--- src/core/umaf_pkg.sv ---
// Package for the multidrop address filter of the serial receiver.
// Assumes a receiver on the same clock that hands over one frame at a time.
package umaf_pkg;

    // ========================================================================
    // Register indices; byte address is four times the index
    localparam logic [7:0] UMAF_IDX_CTRL = 8'h00;
    localparam logic [7:0] UMAF_IDX_RXDATA = 8'h01;
    localparam logic [7:0] UMAF_IDX_IRQ_STAT = 8'h02;
    localparam logic [7:0] UMAF_IDX_IRQ_MASK = 8'h03;
    localparam logic [7:0] UMAF_IDX_NODE_ADDR = 8'hA9;
    localparam logic [7:0] UMAF_IDX_NODE_MASK = 8'hB9;
    localparam int UMAF_IDX_SHIFT = 2;

    // ========================================================================
    // Field positions and reset values
    localparam int UMAF_CTRL_MODE_LSB = 0;
    localparam int UMAF_CTRL_FILT_BIT = 2;
    localparam int UMAF_RX_NINTH_BIT = 8;
    localparam int UMAF_RX_FLAG_BIT = 9;
    localparam int UMAF_IRQ_W = 3;
    localparam int UMAF_EV_ACCEPT = 0;
    localparam int UMAF_EV_FILTERED = 1;
    localparam int UMAF_EV_BUSY = 2;
    localparam logic [7:0] UMAF_ADDR_RESET = 8'h00;
    localparam logic [1:0] UMAF_RESP_OKAY = 2'b00;
    localparam logic [1:0] UMAF_RESP_SLVERR = 2'b10;

    // ========================================================================
    // Frame modes and register selection
    typedef enum logic [1:0] {
        UMAF_MODE_SYNC8,
        UMAF_MODE_ASYNC10,
        UMAF_MODE_ASYNC11_FIXED,
        UMAF_MODE_ASYNC11_VAR
    } umaf_mode_t;

    typedef enum logic [2:0] {
        UMAF_SEL_CTRL,
        UMAF_SEL_RXDATA,
        UMAF_SEL_IRQ_STAT,
        UMAF_SEL_IRQ_MASK,
        UMAF_SEL_NODE_ADDR,
        UMAF_SEL_NODE_MASK,
        UMAF_SEL_NONE
    } umaf_sel_t;

    // One received frame: ninth holds the 9th bit, or the stop bit in mode 1
    typedef struct packed {
        logic [7:0] data;
        logic ninth;
    } umaf_frame_t;

endpackage

--- src/core/umaf_addr_filter.sv ---
// Multidrop address recognition and receive buffer, with an AXI4-Lite slave.
// Assumes the receiver delivers frames as a one-cycle pulse on aclk.
//
// Design decision made here: register access over AXI4-Lite.
`timescale 1ns/1ps
`default_nettype none

module umaf_addr_filter
    import umaf_pkg::*;
#(
    parameter int ADDR_W = 12
)(
    // Clock and reset
    input wire logic aclk,
    input wire logic aresetn,
    // AXI4-Lite write channels
    input wire logic [ADDR_W-1:0] s_axi_awaddr,
    input wire logic s_axi_awvalid,
    output logic s_axi_awready,
    input wire logic [31:0] s_axi_wdata,
    input wire logic [3:0] s_axi_wstrb,
    input wire logic s_axi_wvalid,
    output logic s_axi_wready,
    output logic [1:0] s_axi_bresp,
    output logic s_axi_bvalid,
    input wire logic s_axi_bready,
    // AXI4-Lite read channels
    input wire logic [ADDR_W-1:0] s_axi_araddr,
    input wire logic s_axi_arvalid,
    output logic s_axi_arready,
    output logic [31:0] s_axi_rdata,
    output logic [1:0] s_axi_rresp,
    output logic s_axi_rvalid,
    input wire logic s_axi_rready,
    // Frames from the receiver
    input wire logic frame_valid,
    input wire umaf_pkg::umaf_frame_t frame_in,
    // Status out
    output logic rx_complete_flag,
    output logic irq
);
    import umaf_pkg::*;

    // ========================================================================
    // Helpers
    function automatic umaf_sel_t decode(input logic [ADDR_W-1:0] addr);
        logic [7:0] idx;
        idx = addr[UMAF_IDX_SHIFT +: 8];
        if (addr[UMAF_IDX_SHIFT-1:0] != '0)
            return UMAF_SEL_NONE;
        if (ADDR_W > UMAF_IDX_SHIFT + 8 && (addr >> (UMAF_IDX_SHIFT + 8)) != '0)
            return UMAF_SEL_NONE;
        unique case (idx)
            UMAF_IDX_CTRL: return UMAF_SEL_CTRL;
            UMAF_IDX_RXDATA: return UMAF_SEL_RXDATA;
            UMAF_IDX_IRQ_STAT: return UMAF_SEL_IRQ_STAT;
            UMAF_IDX_IRQ_MASK: return UMAF_SEL_IRQ_MASK;
            UMAF_IDX_NODE_ADDR: return UMAF_SEL_NODE_ADDR;
            UMAF_IDX_NODE_MASK: return UMAF_SEL_NODE_MASK;
            default: return UMAF_SEL_NONE;
        endcase
    endfunction

    // ========================================================================
    // State
    logic [7:0] node_address_ff;
    logic [7:0] node_address_mask_ff;
    umaf_mode_t mode_ff;
    logic addr_filter_enable_ff;
    logic [7:0] serial_buffer_ff;
    logic rx_ninth_bit_ff;
    logic rx_complete_flag_ff;
    logic [UMAF_IRQ_W-1:0] irq_stat_ff;
    logic [UMAF_IRQ_W-1:0] irq_mask_ff;
    logic irq_ff;

    logic aw_held_ff;
    logic w_held_ff;
    logic [ADDR_W-1:0] awaddr_ff;
    logic [31:0] wdata_ff;
    logic [3:0] wstrb_ff;
    logic awready_ff;
    logic wready_ff;
    logic bvalid_ff;
    logic [1:0] bresp_ff;
    logic arready_ff;
    logic rvalid_ff;
    logic [31:0] rdata_ff;
    logic [1:0] rresp_ff;

    // ========================================================================
    // Address match and acceptance
    logic [7:0] bcast_bits;
    logic given_hit;
    logic bcast_hit;
    logic filt_mode;
    logic filt_on;
    logic frame_ok;
    logic accept;

    assign bcast_bits = node_address_ff | node_address_mask_ff;
    assign given_hit = ((frame_in.data ^ node_address_ff) & node_address_mask_ff) == 8'h00;
    assign bcast_hit = (frame_in.data & bcast_bits) == bcast_bits;
    // Mode 0 has no ninth or stop bit to qualify, so the filter stays out of it
    assign filt_mode = mode_ff != UMAF_MODE_SYNC8;
    assign filt_on = addr_filter_enable_ff && filt_mode;
    // Address frame carries ninth bit 1; data frames are refused while filtering
    assign frame_ok = !filt_on || (frame_in.ninth && (given_hit || bcast_hit));
    assign accept = frame_valid && !rx_complete_flag_ff && frame_ok;

    // ========================================================================
    // Write decode
    logic wr_fire;
    umaf_sel_t wr_sel;
    umaf_sel_t rd_sel;
    logic [ADDR_W-1:0] wr_addr;
    logic [31:0] wr_data;
    logic [3:0] wr_strb;

    assign wr_addr = aw_held_ff ? awaddr_ff : s_axi_awaddr;
    assign wr_data = w_held_ff ? wdata_ff : s_axi_wdata;
    assign wr_strb = w_held_ff ? wstrb_ff : s_axi_wstrb;
    assign wr_fire = (aw_held_ff || (s_axi_awvalid && awready_ff))
        && (w_held_ff || (s_axi_wvalid && wready_ff)) && !bvalid_ff;
    assign wr_sel = decode(wr_addr);
    assign rd_sel = decode(s_axi_araddr);

    logic wr_lo;
    logic wr_hi;
    assign wr_lo = wr_fire && wr_strb[0];
    assign wr_hi = wr_fire && wr_strb[1];

    // ========================================================================
    // Software registers
    always_ff @(posedge aclk)
    begin
        if (!aresetn)
        begin
            node_address_ff <= UMAF_ADDR_RESET;
            node_address_mask_ff <= UMAF_ADDR_RESET;
        end
        else if (wr_lo && wr_sel == UMAF_SEL_NODE_ADDR)
            node_address_ff <= wr_data[7:0];
        else if (wr_lo && wr_sel == UMAF_SEL_NODE_MASK)
            node_address_mask_ff <= wr_data[7:0];
    end

    always_ff @(posedge aclk)
    begin
        if (!aresetn)
        begin
            mode_ff <= UMAF_MODE_SYNC8;
            addr_filter_enable_ff <= 1'b0;
            irq_mask_ff <= '0;
        end
        else if (wr_lo && wr_sel == UMAF_SEL_CTRL)
        begin
            mode_ff <= umaf_mode_t'(wr_data[UMAF_CTRL_MODE_LSB +: 2]);
            addr_filter_enable_ff <= wr_data[UMAF_CTRL_FILT_BIT];
        end
        else if (wr_lo && wr_sel == UMAF_SEL_IRQ_MASK)
            irq_mask_ff <= wr_data[UMAF_IRQ_W-1:0];
    end

    // ========================================================================
    // Receive buffer, ninth bit and completion flag
    logic flag_clr;
    assign flag_clr = wr_hi && wr_sel == UMAF_SEL_RXDATA && wr_data[UMAF_RX_FLAG_BIT];

    always_ff @(posedge aclk)
    begin
        if (!aresetn)
        begin
            serial_buffer_ff <= 8'h00;
            rx_ninth_bit_ff <= 1'b0;
        end
        else if (accept)
        begin
            serial_buffer_ff <= frame_in.data;
            // Mode 1 keeps the stop bit here; mode 0 has none
            rx_ninth_bit_ff <= filt_mode ? frame_in.ninth : 1'b0;
        end
    end

    // A frame landing on the clearing write while the flag is set is dropped as busy, and the flag clears
    always_ff @(posedge aclk)
    begin
        if (!aresetn)
            rx_complete_flag_ff <= 1'b0;
        else if (accept)
            rx_complete_flag_ff <= 1'b1;
        else if (flag_clr)
            rx_complete_flag_ff <= 1'b0;
    end

    // ========================================================================
    // Interrupt status, mask and output
    logic [UMAF_IRQ_W-1:0] ev;
    logic [UMAF_IRQ_W-1:0] irq_clr;
    always_comb
    begin
        ev = '0;
        ev[UMAF_EV_ACCEPT] = accept;
        ev[UMAF_EV_FILTERED] = frame_valid && !frame_ok;
        ev[UMAF_EV_BUSY] = frame_valid && frame_ok && rx_complete_flag_ff;
    end
    assign irq_clr = (wr_lo && wr_sel == UMAF_SEL_IRQ_STAT) ? wr_data[UMAF_IRQ_W-1:0] : '0;

    always_ff @(posedge aclk)
    begin
        if (!aresetn)
            irq_stat_ff <= '0;
        else
            irq_stat_ff <= ev | (irq_stat_ff & ~irq_clr);
    end

    always_ff @(posedge aclk)
    begin
        if (!aresetn)
            irq_ff <= 1'b0;
        else
            irq_ff <= |(irq_stat_ff & irq_mask_ff);
    end

    // ========================================================================
    // AXI4-Lite write path: address and data may come in either order
    always_ff @(posedge aclk)
    begin
        if (!aresetn)
        begin
            aw_held_ff <= 1'b0;
            w_held_ff <= 1'b0;
            awaddr_ff <= '0;
            wdata_ff <= '0;
            wstrb_ff <= '0;
            awready_ff <= 1'b0;
            wready_ff <= 1'b0;
            bvalid_ff <= 1'b0;
            bresp_ff <= UMAF_RESP_OKAY;
        end
        else if (wr_fire)
        begin
            aw_held_ff <= 1'b0;
            w_held_ff <= 1'b0;
            awready_ff <= 1'b0;
            wready_ff <= 1'b0;
            bvalid_ff <= 1'b1;
            bresp_ff <= (wr_sel == UMAF_SEL_NONE) ? UMAF_RESP_SLVERR : UMAF_RESP_OKAY;
        end
        else if (bvalid_ff)
        begin
            if (s_axi_bready)
            begin
                bvalid_ff <= 1'b0;
                awready_ff <= 1'b1;
                wready_ff <= 1'b1;
            end
        end
        else
        begin
            if (s_axi_awvalid && awready_ff)
            begin
                aw_held_ff <= 1'b1;
                awaddr_ff <= s_axi_awaddr;
                awready_ff <= 1'b0;
            end
            else if (!aw_held_ff)
                awready_ff <= 1'b1;
            if (s_axi_wvalid && wready_ff)
            begin
                w_held_ff <= 1'b1;
                wdata_ff <= s_axi_wdata;
                wstrb_ff <= s_axi_wstrb;
                wready_ff <= 1'b0;
            end
            else if (!w_held_ff)
                wready_ff <= 1'b1;
        end
    end

    // ========================================================================
    // AXI4-Lite read path
    logic [31:0] rd_word;
    always_comb
    begin
        rd_word = 32'h0000_0000;
        unique case (rd_sel)
            UMAF_SEL_CTRL:
            begin
                rd_word[UMAF_CTRL_MODE_LSB +: 2] = mode_ff;
                rd_word[UMAF_CTRL_FILT_BIT] = addr_filter_enable_ff;
            end
            UMAF_SEL_RXDATA:
            begin
                rd_word[7:0] = serial_buffer_ff;
                rd_word[UMAF_RX_NINTH_BIT] = rx_ninth_bit_ff;
                rd_word[UMAF_RX_FLAG_BIT] = rx_complete_flag_ff;
            end
            UMAF_SEL_IRQ_STAT: rd_word[UMAF_IRQ_W-1:0] = irq_stat_ff;
            UMAF_SEL_IRQ_MASK: rd_word[UMAF_IRQ_W-1:0] = irq_mask_ff;
            UMAF_SEL_NODE_ADDR: rd_word[7:0] = node_address_ff;
            UMAF_SEL_NODE_MASK: rd_word[7:0] = node_address_mask_ff;
            UMAF_SEL_NONE: rd_word = 32'h0000_0000;
        endcase
    end

    // Reads are side-effect free, so outside reset the flag only drops on a write
    always_ff @(posedge aclk)
    begin
        if (!aresetn)
        begin
            arready_ff <= 1'b0;
            rvalid_ff <= 1'b0;
            rdata_ff <= 32'h0000_0000;
            rresp_ff <= UMAF_RESP_OKAY;
        end
        else if (s_axi_arvalid && arready_ff)
        begin
            arready_ff <= 1'b0;
            rvalid_ff <= 1'b1;
            rdata_ff <= rd_word;
            rresp_ff <= (rd_sel == UMAF_SEL_NONE) ? UMAF_RESP_SLVERR : UMAF_RESP_OKAY;
        end
        else if (rvalid_ff)
        begin
            if (s_axi_rready)
            begin
                rvalid_ff <= 1'b0;
                arready_ff <= 1'b1;
            end
        end
        else
            arready_ff <= 1'b1;
    end

    assign s_axi_awready = awready_ff;
    assign s_axi_wready = wready_ff;
    assign s_axi_bvalid = bvalid_ff;
    assign s_axi_bresp = bresp_ff;
    assign s_axi_arready = arready_ff;
    assign s_axi_rvalid = rvalid_ff;
    assign s_axi_rdata = rdata_ff;
    assign s_axi_rresp = rresp_ff;
    assign rx_complete_flag = rx_complete_flag_ff;
    assign irq = irq_ff;
endmodule

`default_nettype wire

--- config.mk ---
export PLATFORM = sky130hd
export DESIGN_NAME = umaf_addr_filter
export DESIGN_NICKNAME = d
export VERILOG_FILES = /design/src/core/umaf_pkg.sv /design/src/core/umaf_addr_filter.sv
export SDC_FILE = /design/constraint.sdc
export NUM_CORES = 1
export LEC_CHECK = 0
export BUFFER_PORTS_ARGS = -buffer_cell sky130_fd_sc_hd__buf_4
export CORE_UTILIZATION = 25
export DETAILED_ROUTE_END_ITERATION = 8
export HOLD_SLACK_MARGIN = 0.06
export SETUP_SLACK_MARGIN = 0.05
export SYNTH_ARGS = -nofsm -noshare
export SYNTH_HDL_FRONTEND = slang
export SYNTH_SLANG_ARGS = --single-unit
--- constraint.sdc ---
create_clock -name aclk -period 4.68 [get_ports aclk]
set_input_delay 0.936 -clock aclk [delete_from_list [all_inputs] [get_ports aclk]]
set_output_delay 0.936 -clock aclk [all_outputs]
set_load 0.05 [all_outputs]
* Word-level counts from Yosys, hierarchy flattened *
Cells that the tools add are included.

cells by class
  eq/ne operators = 27
  muxes and demuxes = 43
  bitwise gates (word level) = 13
  reduce and logical (&&, ||, !) cells = 51

operator list
  cell                  number
  $pmux W3 S6           2
  $eq A8 B2 Y1 const B  4
  $eq A8 B8 Y1 const B  4
  $mux W3               9
  $logic_not A8 Y1      3
  $mux W1               24
  $reduce_bool A12 Y1   2
  $logic_and A1 B1 Y1   21
  $pmux W3 S7           1
  $eq A3 B3 Y1 const B  6
  $and A8 B8 Y8         2
  $eq A8 B1 Y1 const B  2
  $pmux W5 S3           1
  $eq A3 B2 Y1 const B  4
  $mux W12              1
  $reduce_and A2 Y1     6
  $mux W10              1
  $eq A8 B8 Y1          1
  $mux W2               4
  $or A8 B8 Y8          1
  $reduce_bool A2 Y1    4
  $xor A8 B8 Y8         1
  $and A3 B3 Y3         2
  $eq A3 B1 Y1 const B  2
  other kinds (11)      26

word-level totals
  flip-flop bits (word level) = 81
  input bits = 77
  output and inout port bits = 43
  word-level logic and storage cells = 157

* Depth between registers and ports, before layout *
  depth after elaboration = 12
  gate-level depth with buffers = 7
  mapped depth without buffers = 5

* Worst setup path after synthesis *
Ideal clock, no wire load.

  kind = input to register
  start point = input s_axi_awaddr[0]
  end point = register irq_mask_ff[2]
  library setup time = 121 ps
  arrival = 2492 ps
  required time = 4559 ps
  slack = 2067 ps
  stages on the path = 6
  buffers on the path = 1
  cell sequence = or4_1 > o22ai_2 > nand3_1 > or4b_1 > buf_2 > mux2i_1

between the ends
  cells in the longest elaborated chain, start to end = 8
  elaborated cells between the ends (all ways) = 10
  those cells by class = eq/ne: 1; mux: 3; bitwise: 1; reduce/logical: 5

RTL lines
  what                                    line                     RTL
  start: declaration                      umaf_addr_filter.sv:17   input wire logic [ADDR_W-1:0] s_axi_awaddr,
  $mux W12 (*)                            umaf_addr_filter.sv:120  assign wr_addr = aw_held_ff ? awaddr_ff : s_axi_awaddr;
  $reduce_bool A2 Y1 (*)                  umaf_addr_filter.sv:49   if (addr[UMAF_IDX_SHIFT-1:0] != '0)
  $mux W1 (*)                             umaf_addr_filter.sv:49
  $mux W3 (*)                             umaf_addr_filter.sv:51   if (ADDR_W > UMAF_IDX_SHIFT + 8 && (addr >> (UMAF_IDX_SHIFT + 8)) != '0)
  $logic_not A3 Y1                        umaf_addr_filter.sv:156  else if (wr_lo && wr_sel == UMAF_SEL_CTRL)
  $logic_and A1 B1 Y1                     umaf_addr_filter.sv:156
  $not A1 Y1 (no source line)             -
  $reduce_and A2 Y1 (no source line) (*)  -
  end signal: assignment                  umaf_addr_filter.sv:162  irq_mask_ff <= wr_data[UMAF_IRQ_W-1:0];
  end: declaration                        umaf_addr_filter.sv:74   logic [UMAF_IRQ_W-1:0] irq_mask_ff;

Mark *: on every way between the ends. The rest lies on a longest branch, timed or not.
A chain may end at the register's enable or synchronous reset.

* Final worst setup path *
  start point = input s_axi_awaddr[0]
  end point = register node_address_mask_ff[2]

between the ends
  cells in the longest elaborated chain, start to end = 8
  elaborated cells between the ends (all ways) = 10
  those cells by class = eq/ne: 2; mux: 3; bitwise: 1; reduce/logical: 4

RTL lines
  what                                    line                     RTL
  $mux W12 (*)                            umaf_addr_filter.sv:120
  $reduce_bool A2 Y1 (*)                  umaf_addr_filter.sv:49
  $mux W1 (*)                             umaf_addr_filter.sv:49
  $mux W3 (*)                             umaf_addr_filter.sv:51
  $eq A3 B3 Y1                            umaf_addr_filter.sv:142  else if (wr_lo && wr_sel == UMAF_SEL_NODE_ADDR)
  $logic_and A1 B1 Y1                     umaf_addr_filter.sv:142
  $not A1 Y1 (no source line)             -
  $reduce_and A2 Y1 (no source line) (*)  -
  end signal: assignment                  umaf_addr_filter.sv:145  node_address_mask_ff <= wr_data[7:0];
  end: declaration                        umaf_addr_filter.sv:67   logic [7:0] node_address_mask_ff;

Marked as above.

==> run metrics <==
status complete, no violations; number of hold buffers added after cts 0; mean instance size in the synthesized netlist approximately 8.5 sq um; Port-buffer cells 70; total negative setup slack 0 ns; GR Util All Layers 13.4%; number of cell rows 46; final number of setup-violating endpoints 0; maximum fanout along the worst path 8; drt drc 0; detailed placer's ending HPWL between 8000 and 9000 microns; insertion delay to the later sink of the worst-skew pair roughly 0.34 ns; setup repair after global routing missed its margin no; overall power 1830 uW; transition time of the tightest slew-check pin a little under 0.7 ns; max-slew violations 0; post-route setup slack roughly 2.1 ns; share of final-layout standard cells stronger than drive strength 1 18.9%; Die H 130 microns; worst min-delay path class reg -> reg; Max VDD drop 0.000237 V; Max-cap violations 0; CTS clk-pin slew, worst paths approximately 0.060 ns; portion of the clock cycle consumed by the worst path in the final layout a little over half; via count of the first global-routing pass approximately 3300; number of synthesized register bits 78; power density cells about 360 nW/um^2; count of cells resized by post-cts repair 0; Placement Setup Slack ~1.8 ns; most frequently used cell type in the post-synthesis netlist nand2_1; count of synthesis-stage warnings from yosys 0; Max Root-Sink Buffers 2; category of the worst setup path capture point flip-flop; final clock skew 0.00465 ns; chip width between 100 and 150 microns; Synth Instances slightly below 500; area fraction of the dominant cell type after synthesis 38.2%; async set or reset register ratio after synthesis 0%; antenna fix cells 0; CP Launch Type input port; antenna violations before repair 0; Relative slew margins 53.4%; total congestion overflow 0; Worst Setup EP node_address_mask_ff[2]$_SDFFE_PN0P_; Max H-tree Level 3; kind of critical path in -> reg; count of routing violations after the opening detailed-route iteration around 180; number of nets in the layout between 600 and 700; number of synthesized flops with an enable pin 0; WP data arrival approximately 2.8 ns; Cell Area, Synth 4090 sq um; routed wire length per instance around 14 microns; number of setup buffers added after CTS 0; TritonCTS clock tree built; number of buffers inserted during clock tree synthesis 9; count of unique library cells instantiated by Yosys 57; critical path required time a little under 5 ns; total number of vias 3541; time the final worst path needs with I/O delays and setup 2.55 ns; sink count of the clock tree 78; capture instance of the worst register-to-register path node_address_mask_ff[2]$_SDFFE_PN0P_; launching point of the worst reg2reg path aw_held_ff$_SDFFE_PP0P_; Total Die Area between 15000 and 20000 sq um; count of boundary I/O pins 120; vias per cell 4.62; Final ANT Viol Nets 0; effective utilization at floorplan between 20 and 30%; Yosys top cell by area dfxtp_1; drt total wl around 11000 microns; top cells by count, synth nand2_1, dfxtp_1, mux2i_1, nand3_1, a21boi_0; sequential area share after synthesis 38.2%; Final Wtd Congestion about 0.85; leakage power summed over all cells around 0.0021 uW; number of endpoints with negative hold slack in the final report 0; leading post-synthesis cells by cell area dfxtp_1, mux2i_1, nand2_1, a21boi_0, buf_4; launch point of the critical path s_axi_awaddr[0]; R2R Setup Slk between 2 and 2.5 ns; Detailed Routing Iterations Pass 1 4; post-layout utilization of the core 32.0%; pin count of the biggest net entering global routing 54; root cell of the clock tree clkbuf_16; worst slack on hold paths between 0.4 and 0.5 ns; layout-stage area growth over the synthesis result 24.5%; wire length of the first global-routing pass 17300 microns; fmax a little under 400 MHz; dominant register cell in the synthesized netlist dfxtp_1; standard cell core area about 16000 sq um; worst r2r path cells 5
-- through the flow --
stage,instances,cell area [sq um]
after floorplan,507,4180
after global placement,751,4750
after detailed placement,751,4750
after CTS,767,5100
after global routing,767,5100
final,767,5100
-- flip-flops by register name (all words and copies together) (netlist names), 2 cells and up --
name and count:
awaddr_ff 12, s_axi_rdata 10, wdata_ff 9, node_address_ff 8, node_address_mask_ff 8, serial_buffer_ff 8
irq_mask_ff 3, irq_stat_ff 3, mode_ff 2, wstrb_ff 2
-- power breakdown --
| group | switching (uW) | internal [uW] |
|---|---|---|
| clock | 275 | 551 |
| combinational | 184 | 99.8 |
| sequential | 29.1 | 694 |
| total | 488 | 1340 |
-- placed cells by master, fill, tap and decap left out, drive strengths merged, types with 3 or more instances in the layout --
master and instances:
nor2 18, nand2b 3, o21a 6, bufinv 3
dfxtp 78, nand2 90, a22o 7, buf 76
nor4 5, a221o 5, a211o 3, and3 8
o21ai 11, a211oi 3, nand3 35, o2111ai 3
inv 8, a21oi 7, xor2 8, nand4 7
mux2i 35, a22oi 5, mux2 9, o21bai 6
nor3 9, clkbuf 13, a21boi 27, conb 24
a31oi 5
-- worst max-delay path, cell delays in order --
cell and delay, ns:
buf_4 0.11, or4_1 0.52, o22ai_2 0.25, o2111ai_1 0.20
nor2_2 0.55, mux2i_1 0.24
-- cells by family after synthesis --
family                    Yosys count  synth area share [%]
xor gates and xnor gates            8                  1.71
DFF                                78                  38.2
other                               1                0.0916
and+or+nand+nor                   197                  23.4
muxes                              44                  11.0
AOI/OAI and AO/OA                 100                  18.2
buffers and inverters              56                  7.40
-- area by class of cell --
cell class	instances	area, sq um
inverter	8	30.0
tap	216	270
multi-input combinational	373	2310
clock buffer	13	260
timing repair buffer	76	571
sequential	78	1560
fill	1726	10800
clock inverter	3	90.1
-- routing by layer --
layer	track usage [%]	routed length, microns	up-vias
met5	0	0	-
met4	6.50	313	0
met3	3.85	664	18
met2	21.6	4910	95
met1	16.5	4800	1601
li1	-	-	1827
-- worst min path at each step --
| stage | startpoint | endpoint | cells past startpoint |
|---|---|---|---|
| after global placement | s_axi_rresp[1]$_SDFFE_PN0P_ | s_axi_rresp[1]$_SDFFE_PN0P_ | 2 |
| after CTS | rx_ninth_bit_ff$_SDFFE_PN0P_ | rx_ninth_bit_ff$_SDFFE_PN0P_ | 2 |
| after floorplan | serial_buffer_ff[5]$_SDFFE_PN0P_ | serial_buffer_ff[5]$_SDFFE_PN0P_ | 2 |
| final | s_axi_rresp[1]$_SDFFE_PN0P_ | s_axi_rresp[1]$_SDFFE_PN0P_ | 2 |
| after detailed placement | rx_ninth_bit_ff$_SDFFE_PN0P_ | rx_ninth_bit_ff$_SDFFE_PN0P_ | 2 |
| after global routing | serial_buffer_ff[6]$_SDFFE_PN0P_ | serial_buffer_ff[6]$_SDFFE_PN0P_ | 2 |
(Power assumes the default switching activity.)
